File: config.mk
export PLATFORM = sky130hd
export DESIGN_NAME = vram_host_ctl
export DESIGN_NICKNAME = d
export VERILOG_FILES = /design/src/hw/vram_ctl_pkg.sv /design/src/hw/vram_host_ctl.sv /design/src/hw/pin_sync3.sv
export SDC_FILE = /design/constraint.sdc
export NUM_CORES = 1
export LEC_CHECK = 0
export ABC_AREA = 0
export BUFFER_PORTS_ARGS = -buffer_cell sky130_fd_sc_hd__buf_2
export CAP_MARGIN = 20
export CORE_MARGIN = 2
export CORE_UTILIZATION = 25
export CTS_BUF_LIST = sky130_fd_sc_hd__clkbuf_4 sky130_fd_sc_hd__clkbuf_8
export CTS_CLUSTER_DIAMETER = 200
export DETAILED_ROUTE_END_ITERATION = 12
export GPL_TIMING_DRIVEN = 0
export PLACE_DENSITY = 0.44
export SLEW_MARGIN = 20
export SYNTH_ARGS = -nofsm -noshare
export SYNTH_HDL_FRONTEND = slang
export SYNTH_SLANG_ARGS = --single-unit
File: constraint.sdc
create_clock -name ref_clk -period 3.2 [get_ports ref_clk]
set_input_delay 0.16 -clock ref_clk [delete_from_list [all_inputs] [get_ports ref_clk]]
set_output_delay 0.16 -clock ref_clk [all_outputs]
set_load 0.05 [all_outputs]
File: src/hw/vram_ctl_pkg.sv
package vram_ctl_pkg;

	// ------------------------------------------------------------
	// Geometry
	// ------------------------------------------------------------
	localparam int DATA_W     = 16;
	localparam int ROW_W      = 9;
	localparam int COL_W      = 9;
	localparam int BLOCK_LSBS = 3;

	// ------------------------------------------------------------
	// Timing, in ns as printed, and cycle counts at 250 MHz
	// ------------------------------------------------------------
	localparam int CLK_PERIOD_PS = 4000;
	localparam int T_RP_NS       = 25;
	localparam int T_RCD_NS      = 20;
	localparam int T_CAS_NS      = 15;
	localparam int T_CP_NS       = 10;
	localparam int T_ACC_NS      = 30;
	localparam int T_WP_NS       = 10;
	localparam int T_SETUP_NS    = 5;
	localparam int T_RP_CYC    = (T_RP_NS * 1000 + CLK_PERIOD_PS - 1)
		/ CLK_PERIOD_PS;
	localparam int T_RCD_CYC   = (T_RCD_NS * 1000 + CLK_PERIOD_PS - 1)
		/ CLK_PERIOD_PS;
	localparam int T_CAS_CYC   = (T_CAS_NS * 1000 + CLK_PERIOD_PS - 1)
		/ CLK_PERIOD_PS;
	localparam int T_CP_CYC    = (T_CP_NS * 1000 + CLK_PERIOD_PS - 1)
		/ CLK_PERIOD_PS;
	localparam int T_ACC_CYC   = (T_ACC_NS * 1000 + CLK_PERIOD_PS - 1)
		/ CLK_PERIOD_PS;
	localparam int T_WP_CYC    = (T_WP_NS * 1000 + CLK_PERIOD_PS - 1)
		/ CLK_PERIOD_PS;
	localparam int T_SETUP_CYC = (T_SETUP_NS * 1000 + CLK_PERIOD_PS - 1)
		/ CLK_PERIOD_PS;
	localparam int TIMER_W     = 4;

	// ------------------------------------------------------------
	// Commands and mask sources
	// ------------------------------------------------------------
	typedef enum logic [2:0] {
		CMD_READ, CMD_EARLY_WRITE, CMD_LATE_WRITE, CMD_RMW,
		CMD_BLOCK_WRITE, CMD_FLASH_WRITE, CMD_MASK_LOAD, CMD_COLOR_LOAD
	} cmd_t;

	typedef enum logic [1:0] {
		MASK_NONE, MASK_NEW, MASK_STORED
	} mask_sel_t;

	typedef struct packed {
		cmd_t                cmd;
		mask_sel_t           maskSel;
		logic [1:0]          byteEn;
		logic [ROW_W-1:0]    row;
		logic [COL_W-1:0]    col;
		logic [DATA_W-1:0]   data;
		logic [DATA_W-1:0]   bitMask;
		logic                keepRow;
	} req_t;

	typedef struct packed {
		logic row;
		logic col;
		logic lowWr;
		logic upWr;
		logic gate;
		logic flash;
	} strobes_t;

endpackage : vram_ctl_pkg

File: src/hw/vram_host_ctl.sv
`timescale 1ns/1ps
// Overview of operation
// - Early write: write strobe low before column strobe falls.
// - Late write: write strobe falls after column strobe; used for RMW.
// - New mask: write strobe low at row fall, data pins give mask.
// - Data pins at column fall form per-byte column mask.
// - Unmasked block write keeps both write strobes high at row fall.
// - Fast page: row strobe held low across column cycles.
// - RMW: read, release pins with output gate, drive, write.
module vram_host_ctl
	import vram_ctl_pkg::*;
(
	input  wire logic              ref_clk,
	input  wire logic              rst_n,
	// User side
	input  wire logic              reqValid,
	output logic                   reqReady,
	input  wire req_t              req,
	output logic                   rdValid,
	output logic      [DATA_W-1:0] rdData,
	output logic                   busy,
	// Device pins, strobes active low
	output logic                   rowStrobe_n,
	output logic                   colStrobe_n,
	output logic                   lowerWriteStrobe_n,
	output logic                   upperWriteStrobe_n,
	output logic                   outputGate_n,
	output logic                   specialFunc,
	output logic      [ROW_W-1:0]  addr,
	input  wire logic [DATA_W-1:0] dqIn,
	output logic      [DATA_W-1:0] dqOut,
	output logic                   dqOe
);

	typedef enum logic [3:0] {
		ST_IDLE, ST_ROW_SETUP, ST_ROW_FALL, ST_COL_SETUP, ST_COL_LOW,
		ST_READ_WAIT, ST_GATE_OFF, ST_LATE_WR, ST_COL_HIGH, ST_PRECHARGE
	} state_t;

	state_t              state;
	req_t                cur;
	logic [TIMER_W-1:0]  timer;
	logic                rowOpen;
	logic [ROW_W-1:0]    openRow;
	logic [DATA_W-1:0]   dqSync;
	logic                timerDone;
	logic                writeKind;
	logic [1:0]          activeBytes;

	// ------------------------------------------------------------
	// Read data synchroniser
	// ------------------------------------------------------------
	pin_sync3 #(
		.WIDTH   (DATA_W)
	) u_dq_sync (
		.ref_clk (ref_clk),
		.rst_n   (rst_n),
		.pinIn   (dqIn),
		.syncOut (dqSync)
	);

	assign timerDone = (timer == '0);
	assign writeKind = (cur.cmd != CMD_READ);
	assign activeBytes = (cur.cmd == CMD_FLASH_WRITE) ? 2'b11 : cur.byteEn;
	// Only offer a page slot to requests the open row can actually serve
	assign reqReady  = (state == ST_IDLE) ||
		(state == ST_COL_HIGH && timerDone && rowOpen && cur.keepRow
		&& req.row == openRow && req.maskSel == cur.maskSel
		&& req.cmd != CMD_MASK_LOAD && req.cmd != CMD_COLOR_LOAD
		&& req.cmd != CMD_FLASH_WRITE);
	assign busy      = (state != ST_IDLE) || rowOpen;

	// ------------------------------------------------------------
	// Sequencer
	// ------------------------------------------------------------
	always_ff @(posedge ref_clk or negedge rst_n) begin
		if (!rst_n) begin
			state   <= ST_IDLE;
			cur     <= '0;
			timer   <= '0;
			rowOpen <= 1'b0;
			openRow <= '0;
		end else begin
			if (!timerDone)
				timer <= timer - 1'b1;
			unique case (state)
				ST_IDLE: begin
					if (reqValid) begin
						cur   <= req;
						state <= ST_ROW_SETUP;
						timer <= TIMER_W'(T_SETUP_CYC);
					end
				end
				ST_ROW_SETUP: begin
					if (timerDone) begin
						state <= ST_ROW_FALL;
						timer <= TIMER_W'(T_RCD_CYC);
					end
				end
				ST_ROW_FALL: begin
					if (timerDone) begin
						rowOpen <= 1'b1;
						openRow <= cur.row;
						// Flash needs no column cycle
						if (cur.cmd == CMD_FLASH_WRITE) begin
							state <= ST_COL_HIGH;
							timer <= TIMER_W'(T_CP_CYC);
						end else begin
							state <= ST_COL_SETUP;
							timer <= TIMER_W'(T_SETUP_CYC);
						end
					end
				end
				ST_COL_SETUP: begin
					if (timerDone) begin
						state <= ST_COL_LOW;
						timer <= TIMER_W'(T_CAS_CYC);
					end
				end
				ST_COL_LOW: begin
					if (timerDone) begin
						if (cur.cmd == CMD_READ || cur.cmd == CMD_RMW) begin
							state <= ST_READ_WAIT;
							timer <= TIMER_W'(T_ACC_CYC);
						end else if (cur.cmd == CMD_LATE_WRITE) begin
							state <= ST_LATE_WR;
							timer <= TIMER_W'(T_WP_CYC);
						end else begin
							state <= ST_COL_HIGH;
							timer <= TIMER_W'(T_CP_CYC);
						end
					end
				end
				ST_READ_WAIT: begin
					if (timerDone) begin
						state <= (cur.cmd == CMD_RMW) ? ST_GATE_OFF
							: ST_COL_HIGH;
						timer <= TIMER_W'(T_CP_CYC);
					end
				end
				// gate released in the same cycle new data drives
				ST_GATE_OFF: begin
					if (timerDone) begin
						state <= ST_LATE_WR;
						timer <= TIMER_W'(T_WP_CYC);
					end
				end
				ST_LATE_WR: begin
					if (timerDone) begin
						state <= ST_COL_HIGH;
						timer <= TIMER_W'(T_CP_CYC);
					end
				end
				// reuse the open row for a following column
				ST_COL_HIGH: begin
					if (timerDone) begin
						if (reqValid && cur.keepRow && req.row == openRow
							&& req.maskSel == cur.maskSel
							&& req.cmd != CMD_MASK_LOAD
							&& req.cmd != CMD_COLOR_LOAD
							&& req.cmd != CMD_FLASH_WRITE) begin
							cur   <= req;
							state <= ST_COL_SETUP;
							timer <= TIMER_W'(T_SETUP_CYC);
						end else if (!cur.keepRow || reqValid) begin
							state   <= ST_PRECHARGE;
							rowOpen <= 1'b0;
							timer   <= TIMER_W'(T_RP_CYC);
						end
					end
				end
				ST_PRECHARGE: begin
					if (timerDone)
						state <= ST_IDLE;
				end
			endcase
		end
	end

	// ------------------------------------------------------------
	// Pin drivers
	// ------------------------------------------------------------
	always_ff @(posedge ref_clk or negedge rst_n) begin
		if (!rst_n) begin
			rowStrobe_n        <= 1'b1;
			colStrobe_n        <= 1'b1;
			lowerWriteStrobe_n <= 1'b1;
			upperWriteStrobe_n <= 1'b1;
			outputGate_n       <= 1'b1;
			specialFunc        <= 1'b0;
			addr               <= '0;
			dqOut              <= '0;
			dqOe               <= 1'b0;
		end else begin
			unique case (state)
				ST_IDLE: begin
					rowStrobe_n        <= 1'b1;
					colStrobe_n        <= 1'b1;
					lowerWriteStrobe_n <= 1'b1;
					upperWriteStrobe_n <= 1'b1;
					outputGate_n       <= 1'b1;
					dqOe               <= 1'b0;
				end
				ST_ROW_SETUP: begin
					addr <= cur.row;
					// new mask on pins, write strobe low
					// stored mask, pins ignored by device
					// both write strobes high for no mask
					// Mask load told apart from color load by write low
					lowerWriteStrobe_n <= (cur.maskSel == MASK_NONE)
						&& (cur.cmd != CMD_MASK_LOAD);
					upperWriteStrobe_n <= (cur.maskSel == MASK_NONE)
						&& (cur.cmd != CMD_MASK_LOAD);
					specialFunc <= (cur.cmd == CMD_BLOCK_WRITE)
						|| (cur.cmd == CMD_FLASH_WRITE)
						|| (cur.cmd == CMD_MASK_LOAD)
						|| (cur.cmd == CMD_COLOR_LOAD);
					// one bits write, zero bits held
					dqOut <= cur.bitMask;
					dqOe  <= (cur.maskSel == MASK_NEW);
				end
				ST_ROW_FALL: begin
					rowStrobe_n <= 1'b0;
				end
				ST_COL_SETUP: begin
					// low three column bits cleared for block
					addr <= (cur.cmd == CMD_BLOCK_WRITE)
						? {cur.col[COL_W-1:BLOCK_LSBS], BLOCK_LSBS'(0)}
						: cur.col;
					specialFunc <= (cur.cmd == CMD_BLOCK_WRITE);
					// early write strobe set before column fall
					lowerWriteStrobe_n <= !(writeKind
						&& cur.cmd != CMD_LATE_WRITE && cur.cmd != CMD_RMW
						&& activeBytes[0]);
					upperWriteStrobe_n <= !(writeKind
						&& cur.cmd != CMD_LATE_WRITE && cur.cmd != CMD_RMW
						&& activeBytes[1]);
					// gate left high during early write
					outputGate_n <= !(cur.cmd == CMD_READ
						|| cur.cmd == CMD_RMW);
					// pins carry column mask for block write, data for other writes except late write and RMW
					// column mask bit per byte per column
					dqOut <= cur.data;
					dqOe  <= writeKind && cur.cmd != CMD_LATE_WRITE
						&& cur.cmd != CMD_RMW;
				end
				ST_COL_LOW: begin
					// data captured at the later falling edge
					colStrobe_n <= 1'b0;
				end
				ST_READ_WAIT: begin
					dqOe <= 1'b0;
				end
				ST_GATE_OFF: begin
					outputGate_n <= 1'b1;
					dqOut        <= cur.data;
					dqOe         <= 1'b1;
				end
				// write strobe falls with column already low
				ST_LATE_WR: begin
					dqOe               <= 1'b1;
					dqOut              <= cur.data;
					lowerWriteStrobe_n <= !cur.byteEn[0];
					upperWriteStrobe_n <= !cur.byteEn[1];
				end
				// gate keeps read data valid past column rise
				ST_COL_HIGH: begin
					colStrobe_n        <= 1'b1;
					lowerWriteStrobe_n <= 1'b1;
					upperWriteStrobe_n <= 1'b1;
					dqOe               <= 1'b0;
				end
				ST_PRECHARGE: begin
					rowStrobe_n  <= 1'b1;
					outputGate_n <= 1'b1;
					specialFunc  <= 1'b0;
				end
			endcase
		end
	end

	// ------------------------------------------------------------
	// Read data return
	// ------------------------------------------------------------
	always_ff @(posedge ref_clk or negedge rst_n) begin
		if (!rst_n) begin
			rdValid <= 1'b0;
			rdData  <= '0;
		end else begin
			rdValid <= (state == ST_READ_WAIT) && timerDone;
			if ((state == ST_READ_WAIT) && timerDone)
				rdData <= dqSync;
		end
	end

	// stored mask reuse needs no pin activity
	// masked color goes to enabled columns
	// flash write opens a row with no column cycle data
	// Flash uses the same sequence with the special function pin high

endmodule : vram_host_ctl

File: src/hw/pin_sync3.sv
`timescale 1ns/1ps
// Three-stage synchroniser; output changes once stages two and three agree
module pin_sync3
	import vram_ctl_pkg::*;
#(
	parameter int WIDTH = 16
) (
	input  wire logic             ref_clk,
	input  wire logic             rst_n,
	input  wire logic [WIDTH-1:0] pinIn,
	output logic      [WIDTH-1:0] syncOut
);

	logic [WIDTH-1:0] stage1;
	logic [WIDTH-1:0] stage2;
	logic [WIDTH-1:0] stage3;

	// ------------------------------------------------------------
	// Capture chain
	// ------------------------------------------------------------
	always_ff @(posedge ref_clk or negedge rst_n) begin
		if (!rst_n) begin
			stage1 <= '0;
			stage2 <= '0;
			stage3 <= '0;
		end else begin
			stage1 <= pinIn;
			stage2 <= stage1;
			stage3 <= stage2;
		end
	end

	// Per-bit agreement filter
	genvar i;
	generate
		for (i = 0; i < WIDTH; i++) begin : g_bit
			always_ff @(posedge ref_clk or negedge rst_n) begin
				if (!rst_n) begin
					syncOut[i] <= 1'b0;
				end else if (stage2[i] == stage3[i]) begin
					syncOut[i] <= stage3[i];
				end
			end
		end
	endgenerate

endmodule : pin_sync3

# After elaboration in Yosys (flattened, before gate mapping)
# Index checks and enable logic that the tools add are counted.
# op_classes
n_reduce_logical	60
n_mul	0
mux	50
bitwise	0
addsub	1
shifts	0
eq_ne	54
magnitude_cmp	0
div	0
# op_table
cell	n
two-way mux 58 bit	3
case mux 58 bit (2 select lines)	1
two-way mux 4 bit	27
case mux 4 bit (10 select lines)	1
case mux 16 bit (2 select lines)	1
case mux 4 bit (7 select lines)	1
!= test 2 bit, second input constant	11
logical AND 1 bit	20
case mux 9 bit (2 select lines)	1
equality test 1 bit	16
equality test 4 x 3 -> 1 bit, second input constant	4
nonzero test 2 bit	7
equality test 3 bit, second input constant	4
!= test 3 bit, second input constant	4
case mux 1 bit (4 select lines)	3
nonzero test 4 bit	3
OR reduction 3 bit	4
AND reduction 11 bit	1
equality test 9 bit	1
equality test 4 x 2 -> 1 bit, second input constant	2
equality test 4 bit, second input constant	2
zero test 4 bit	2
case mux 1 bit (2 select lines)	4
logical OR 1 bit	7
other kinds (20)	35
# word_totals
latchBits	0
regBits	189
mem_bits_ro	0
memories	0
in_bits	77
ram_bits	0

# Depth between registers and ports, before layout
# Gate-level depths: netlist of the first run.
# depth
depth_word	10
depth_mapped	10
ltp_nobuf	10

# Modules after synthesis
# Synthesis of the first run repeated with hierarchy kept, for this count alone.
# hier_totals
cells_unflattened	573
hier_area_um2	7513.5
# modules_own_cells
module	cells_each	area_each_um2	seq_area_each_um2	n_inst
vram_host_ctl	493	5731.7	3134.3	1
pin_sync3	80	1781.7	1601.5	1

# Least setup slack after synthesis of the first run
# Ideal clock, no wire load.
# synth_path
path_kind	register to output
from	reg timer[0]
to	out reqReady
required_ns	3.040
path_stages_with_launch	8
t_arrival_ns	2.132
path_slack_ns	0.908
cell_sequence	dfrtp_1 > inv_1 > ha_1 > nor3b_4 > and3_1 > and4_1 > a21oi_1 > nor2_1
# synth_between
elab_chain_cells	10
# synth_rtl
element	line	source
from (decl)	vram_host_ctl.sv:42	logic [TIMER_W-1:0] timer;
from (signal assigned)	vram_host_ctl.sv:85	timer <= timer - 1'b1;
from (signal assigned)	vram_host_ctl.sv:91	timer <= TIMER_W'(T_SETUP_CYC);
from (signal assigned)	vram_host_ctl.sv:97	timer <= TIMER_W'(T_RCD_CYC);
zero test 4 bit	vram_host_ctl.sv:62	assign timerDone = (timer == '0);
logical AND 1 bit (3 in a row)	vram_host_ctl.sv:67	(state == ST_COL_HIGH && timerDone && rowOpen && cur.keepRow
logical AND 1 bit (2 in a row)	vram_host_ctl.sv:68	&& req.row == openRow && req.maskSel == cur.maskSel
logical AND 1 bit (2 in a row)	vram_host_ctl.sv:69	&& req.cmd != CMD_MASK_LOAD && req.cmd != CMD_COLOR_LOAD
logical AND 1 bit	vram_host_ctl.sv:70	&& req.cmd != CMD_FLASH_WRITE);
logical OR 1 bit	vram_host_ctl.sv:66	assign reqReady = (state == ST_IDLE) ||
to (decl)	vram_host_ctl.sv:17	output logic reqReady,
# No other way between the ends.

# Worst setup path after layout of the first run
# Ends and elaborated chain as after synthesis.

==> results of run 1 <==
-- logic make-up after synthesis --
group,count (synthesis),share of synthesized area
AO/OA/AOI/OAI,95,0.0793
flip-flops,189,0.616
multiplexers,108,0.164
XOR/XNOR,13,0.0148
AND/OR/NAND/NOR,109,0.0721
adder cells (fa/ha/maj),19,0.0257
buffers and inverters,39,0.0282
-- worst max-delay path, cell delays in order, from the launching register on --
cell and delay (ns):
dfrtp_1 0.42, inv_1 0.12, ha_1 0.22, nor3b_4 0.45, and3_1 0.23, and4_1 0.26
a21oi_1 0.09, nor2_1 0.14, buf_2 0.28
-- state kept, by name (all words and copies together) (netlist names), 4 cells and up --
| signal | cells |
|---|---|
| u_dq_sync.stage3 | 16 |
| cur | 58 |
| addr | 9 |
| u_dq_sync.syncOut | 16 |
| u_dq_sync.stage2 | 16 |
| state | 4 |
| u_dq_sync.stage1 | 16 |
| timer | 4 |
| dqOut | 16 |
| rdData | 16 |
| openRow | 9 |
-- area by class of cell --
cell class                 count  area [µm²]  area share
clock inverter                12         128      0.0127
timing repair buffer         204        1450       0.145
buffer                        27         171      0.0171
tap                          396         495      0.0494
sequential                   189        4740       0.472
multi-input combinational    344        2740       0.273
clock buffer                  20         269      0.0268
inverter                      12        45.0     0.00449
-- cells in the mapped netlist (all sizes together) (2+ instances only) --
cell	count
o31ai	2
buf	15
clkbuf	12
nand3	8
ha	3
xnor2	5
or3	3
dfrtp	184
nor3	7
dfstp	5
a211oi	6
nand3b	4
inv	12
a31oi	3
nand4	3
and4	2
a32o	3
mux2i	25
nor2b	9
nand2	14
nor2	47
a221o	2
o21a	2
and3	2
mux2	83
o22ai	5
and2	2
nand2b	2
a21boi	2
maj3	16
xor2	8
o21ai	17
a21oi	39
nor4	3
-- metal layers --
layer,vias up,part of all wire
li1,2479,-
met1,2620,0.48
met2,125,0.45
met3,11,0.063
met4,0,0.011
met5,-,0
-- layout by cell type (no fill, tap or decap), types with 4 or more instances in the layout --
master           n
nand3b_1         4
nor2_1          47
dfrtp_1        184
clkbuf_1        12
mux2_4          20
buf_2          131
clkbuf_8        19
a21oi_1         39
o22ai_1          5
nand3_1          7
a211oi_1         6
nand2_1         14
mux2i_1         25
maj3_1          16
inv_1           11
buf_4            4
nor2b_1          9
mux2_2          63
dlygate4sd3_1   75
xor2_1           8
xnor2_1          5
o21ai_0         17
dfstp_2          5
nor3_1           7
-- worst max-delay path by stage --
stage | end | cells after the start | slack, ns | startpoint
after CTS | reqReady | 8 | 0.28 | timer[0]
after global placement | u_dq_sync.stage2[2] | 1 | -1.47 | rst_n
after detailed placement | rdData[8] | 8 | 0.47 | timer[0]
after global routing | reqReady | 8 | 0.09 | timer[0]
final | reqReady | 8 | 0.35 | timer[0]
after floorplan | reqReady | 7 | 0.91 | timer[0]
-- where the power goes --
| part | internal (µW) | switching, µW |
|---|---|---|
| Combinational | 1580 | 2500 |
| Clock | 689 | 931 |
| Sequential | 3150 | 458 |
-- metrics by stage --
stage           util  hold slack [ns]
2_1_floorplan      -           -0.136
3_5_place_dp   0.292           0.0883
5_1_grt        0.330           0.0518
4_1_cts        0.330           0.0302
6_report       0.330           0.0779
3_3_place_gp   0.290            0.269
==> out/results.tsv, run 1 <==
metric	value	unit
synthTopCellsByArea	dfrtp_1 60%, mux2_2 9.2%, mux2_4 3.9%	
critPathRequiredTime	3.04	ns
syn_to_final_growth	30.6	%
detail-route-antenna-nets	0	
cts_tree	done	
finalSetupViolCount	0	
synth_edf_count	0	
max_freq	351	MHz
dieArea	32200	µm²
critPathArrivalTime	2.69	ns
fin_skew	0.0216	ns
synth_top_area_cell	dfrtp_1	
end_kind	primary output	
reg2reg_from	timer[0]	
synth_ff_type	dfrtp_1	
cts_resized	0	
start_util	0.253	
finalInstanceArea	10000	µm²
clk-insertion-delay-late	0.47	ns
dp_cells	1097	
finalPower	9300	µW
whs_path_depth	3	
grt_usage	0.124	
drv_cap	0	
place_area	8880	µm²
cts.sinks	189	
synth.net_count	652	
finalHoldViolCount	0	
yosysWarnings	0	
use_met2	0.183	
grt_pass1_wl	30500	µm
cts_hold_buf	75	
synthArstFlopShare	1.00	
min_period	2.85	ns
tns	0	ns
netlist_instances	572	
drt_first_pass_iters	4	
clk_path_buf_depth	2	
rows	64	
worst_pin_slew	0.733	ns
slew_headroom	0.507	
antenna_cells	0	
grt_max_degree	75	
cp-start-kind	flop	
hold_start	reqValid	
critical_path_class	reg2out	
hold_end	timer[1]	
crit_fanout	10	
cellLeakagePower	0.00438	µW
rsz0062_at_grt	no	
grt-busiest-layer	met2	
viasPerCell	4.35	
core-area	30400	µm²
cts-htree-levels	4	
synth_top_area_frac	0.599	
syn_area	7690	µm²
drive_gt1_frac	0.337	
final_cell_count_no_fill	1204	
finalMaxSlewViolations	0	
clk_pin_slew	0.10	ns
pre_cts_slack	0.469	ns
finalCritPeriodShare	0.889	
die_x	179	µm
place_congestion	0.825	
antenna_found_initial	0	
run_status	complete, no violations	
overflow	0	
grt_pass1_vias	5367	
numCtsBuffers	17	
fin_ws	0.354	ns
drtIter0Drc	410	
ir_drop	0.396	mV
synth-seq-cells	189	
use_met1	0.172	
reg2reg_slack	0.50	ns
totalWireLength	19000	µm
met3_usage	0.0409	
place_hpwl	13100	µm
drc	0	
r2r-end	timer[0]	
ys_types	59	
num_vias	5235	
nets	875	
fill_cells	3076	
post-cts-setup-buffers	0	
root_buffer	clkbuf_8	
die_h	179	µm
powerDensity	926	nW/µm²
synth.avg_cell_area	13.4	µm²
wl_per_cell	15.8	µm
synth_seq_area_share	0.616	
r2r_cells	10	
io_pins	128	
min_path_type	in2reg	
portBuffers	127	
Note: power is estimated with default switching activity, not from simulation.
==> run 2: changes to the inputs <==
ABC_AREA = 1   (was 0)
GPL_ROUTABILITY_DRIVEN = 1   (was not set)
==> run 2 against run 1 <==
- clock power rose by 4%
- utilization rose by 0.51 points
- synthesized cell count rose by 40%
- critical path depth did not move
- final cell count rose by 19%
- combinational power rose by 10%
- fmax rose by 9.0%
- design area fell by 0.57%
- non-clock buffer count rose by 3
- first-iteration DRC count fell by 2.9%
- sequential share of layout area rose by 0.27 points
- register-to-register slack improved by 0.34 ns
==> out/results.tsv, run 2 <==
metric	value	unit	change
run_status	complete, no violations		
layout_common_cells	254 x nand2_1, 184 x dfrtp_1, 141 x buf_2		
cellLeakagePower	0.00487	µW	+11%
drtIter0Drc	398		-2.9%
clk-insertion-delay-late	0.47	ns	about the same
cts_hold_buf	76		+1.3%
critPathArrivalTime	2.45	ns	-0.24 ns
r2r_cells	10		unchanged
syn_area	7610	µm²	-0.98%
synth_seq_area_share	0.622		+0.00608
layout_commonest_cell	nand2_1		
critPathRequiredTime	3.04	ns	about the same
synth_edf_count	0		unchanged
synth.net_count	880		+35%
die_x	178	µm	-0.48%
grt_usage	0.144		+0.0205
slew_headroom	0.548		+0.0410
synth_top_area_frac	0.605		+0.00591
synth_ff_type	dfrtp_1		
whs	0.0786	ns	+0.000697 ns
largest_register_ffs	58		unchanged
critical_path_class	reg2out		
wl_per_cell	15.3	µm	-2.8%
cts_resized	0		unchanged
place_hpwl	15200	µm	+16%
synth-seq-cells	189		unchanged
start_util	0.255		+0.00285
cts_tree	done		
dieArea	31900	µm²	-0.96%
cts-htree-levels	4		unchanged
rsz0062_at_grt	no		
finalCritPeriodShare	0.816		-0.0734
r2r-end	cur[30]		
ir_drop	0.573	mV	+45%
syn_to_final_growth	31.1	%	
grt_pass1_wl	34900	µm	+15%
io_pins	128		unchanged
num_vias	6175		+18%
synth_top_area_cell	dfrtp_1		
cp-start-kind	flop		
detail-route-antenna-nets	0		unchanged
overflow	0		unchanged
drv_cap	0		unchanged
drc	0		unchanged
netlist_instances	800		+40%
grt-busiest-layer	met2		
final_cell_count_no_fill	1427		+19%
min_path_type	in2async		
post-cts-setup-buffers	0		unchanged
synth.avg_cell_area	9.52	µm²	-29%
place_congestion	0.829		+0.50%
met3_usage	0.0286		-0.0124
clk_path_buf_depth	2		unchanged
synth_top_cells_by_count	254 x nand2_1, 184 x dfrtp_1, 79 x nand3_1		
synthTopCellsByArea	dfrtp_1 60%, nand2_1 13%, nand3_1 5.2%		
portBuffers	127		unchanged
antenna_found_initial	0		unchanged
end_kind	primary output		
viasPerCell	4.33		-0.48%
dp_cells	1319		+20%
reg2reg_from	timer[0]		
root_buffer	clkbuf_8		
antenna_cells	0		unchanged
worst_pin_slew	0.677	ns	-0.0555 ns
die_h	178	µm	-0.48%
use_met2	0.228		+0.0453
finalHoldViolCount	0		unchanged
tns	0	ns	unchanged
powerDensity	991	nW/µm²	+7.0%
totalWireLength	21900	µm	+15%
regMostFlops	cur		
crit_fanout	11		+1
grt_pass1_vias	6244		+16%
synth.most_common_cell	nand2_1		
grt_max_degree	96		+28%
ys_types	33		-44%
yosysWarnings	0		unchanged
synthArstFlopShare	1.00		unchanged
drt_first_pass_iters	4		unchanged
finalMaxSlewViolations	0		unchanged
clk_pin_slew	0.11	ns	about the same
drive_gt1_frac	0.210		-0.126
finalSetupViolCount	0		unchanged
core-area	29800	µm²	-2.1%
numCtsBuffers	17		unchanged
rows	63		-1.6%
cts.sinks	189		unchanged
use_met1	0.202		+0.0307
max_freq	383	MHz	+9.0%
reg2reg_slack	0.84	ns	+0.34 ns
nets	1104		+26%
fin_skew	0.0259	ns	+0.00427 ns
min_period	2.61	ns	-0.235 ns
## run 2: routing by layer
metal	share of wire	vias up
met3	0.039	5
met2	0.46	120
li1	-	3057
met5	0	-
met4	0.0038	0
met1	0.49	2993
## run 2: cell type report
class / instances / area, µm²
plain buffers: 29 / 188
well taps: 390 / 488
flip-flops and latches: 189 / 4740
inverters: 45 / 169
clock buffers: 17 / 234
fillers: 3140 / 19800
multi-input cells: 537 / 2520
clock inverters: 15 / 184
repair buffers: 205 / 1460
## run 2: how the worst max path moves through the flow
stage,startpoint,end,depth (start not counted)
6_report,timer[0],reqReady,8
5_1_grt,timer[0],reqReady,8
3_3_place_gp,rst_n,cur[23],1
4_1_cts,timer[0],reqReady,8
2_1_floorplan,timer[0],reqReady,7
3_5_place_dp,timer[0],cur[30],10
## run 2: report_power, final
group / total (µW) / switching, µW / leakage [µW] / internal (µW)
registers: 3710 / 503 / 0.00228 / 3210
logic: 4490 / 3140 / 0.00238 / 1350
clock network: 1690 / 1020 / 0.000208 / 674
total: 9890 / 4660 / 0.00487 / 5230
## run 2: stage by stage
stage	power [µW]	worst slack, ns	util	instance area [µm²]
2_1_floorplan	6870	0.743	-	7610
3_3_place_gp	8210	-1.41	0.293	8740
4_1_cts	10100	0.500	0.335	9980
3_5_place_dp	8250	0.873	0.295	8800
6_report	9890	0.589	0.335	9980
5_1_grt	10700	0.329	0.335	9980
## run 2: kinds of logic (layout without fill, tap and decap cells)
kind of cell	Yosys count	after routing	synth area share
AOI/OAI and AO/OA	87	87	0.0615
xor gates and xnor gates	9	9	0.0104
adders and majority gates	19	19	0.0260
buffers and inverters	74	311	0.0468
DFF	189	189	0.622
and+or+nand+nor	422	422	0.233
## run 2: worst max-delay path: stages (launching register included)
cell and delay, ns:
dfrtp_1 0.39, inv_1 0.15, ha_1 0.23, nand3_1 0.18
buf_2 0.25, nor2_1 0.17, nand4_1 0.09, o21ai_0 0.23
buf_2 0.31
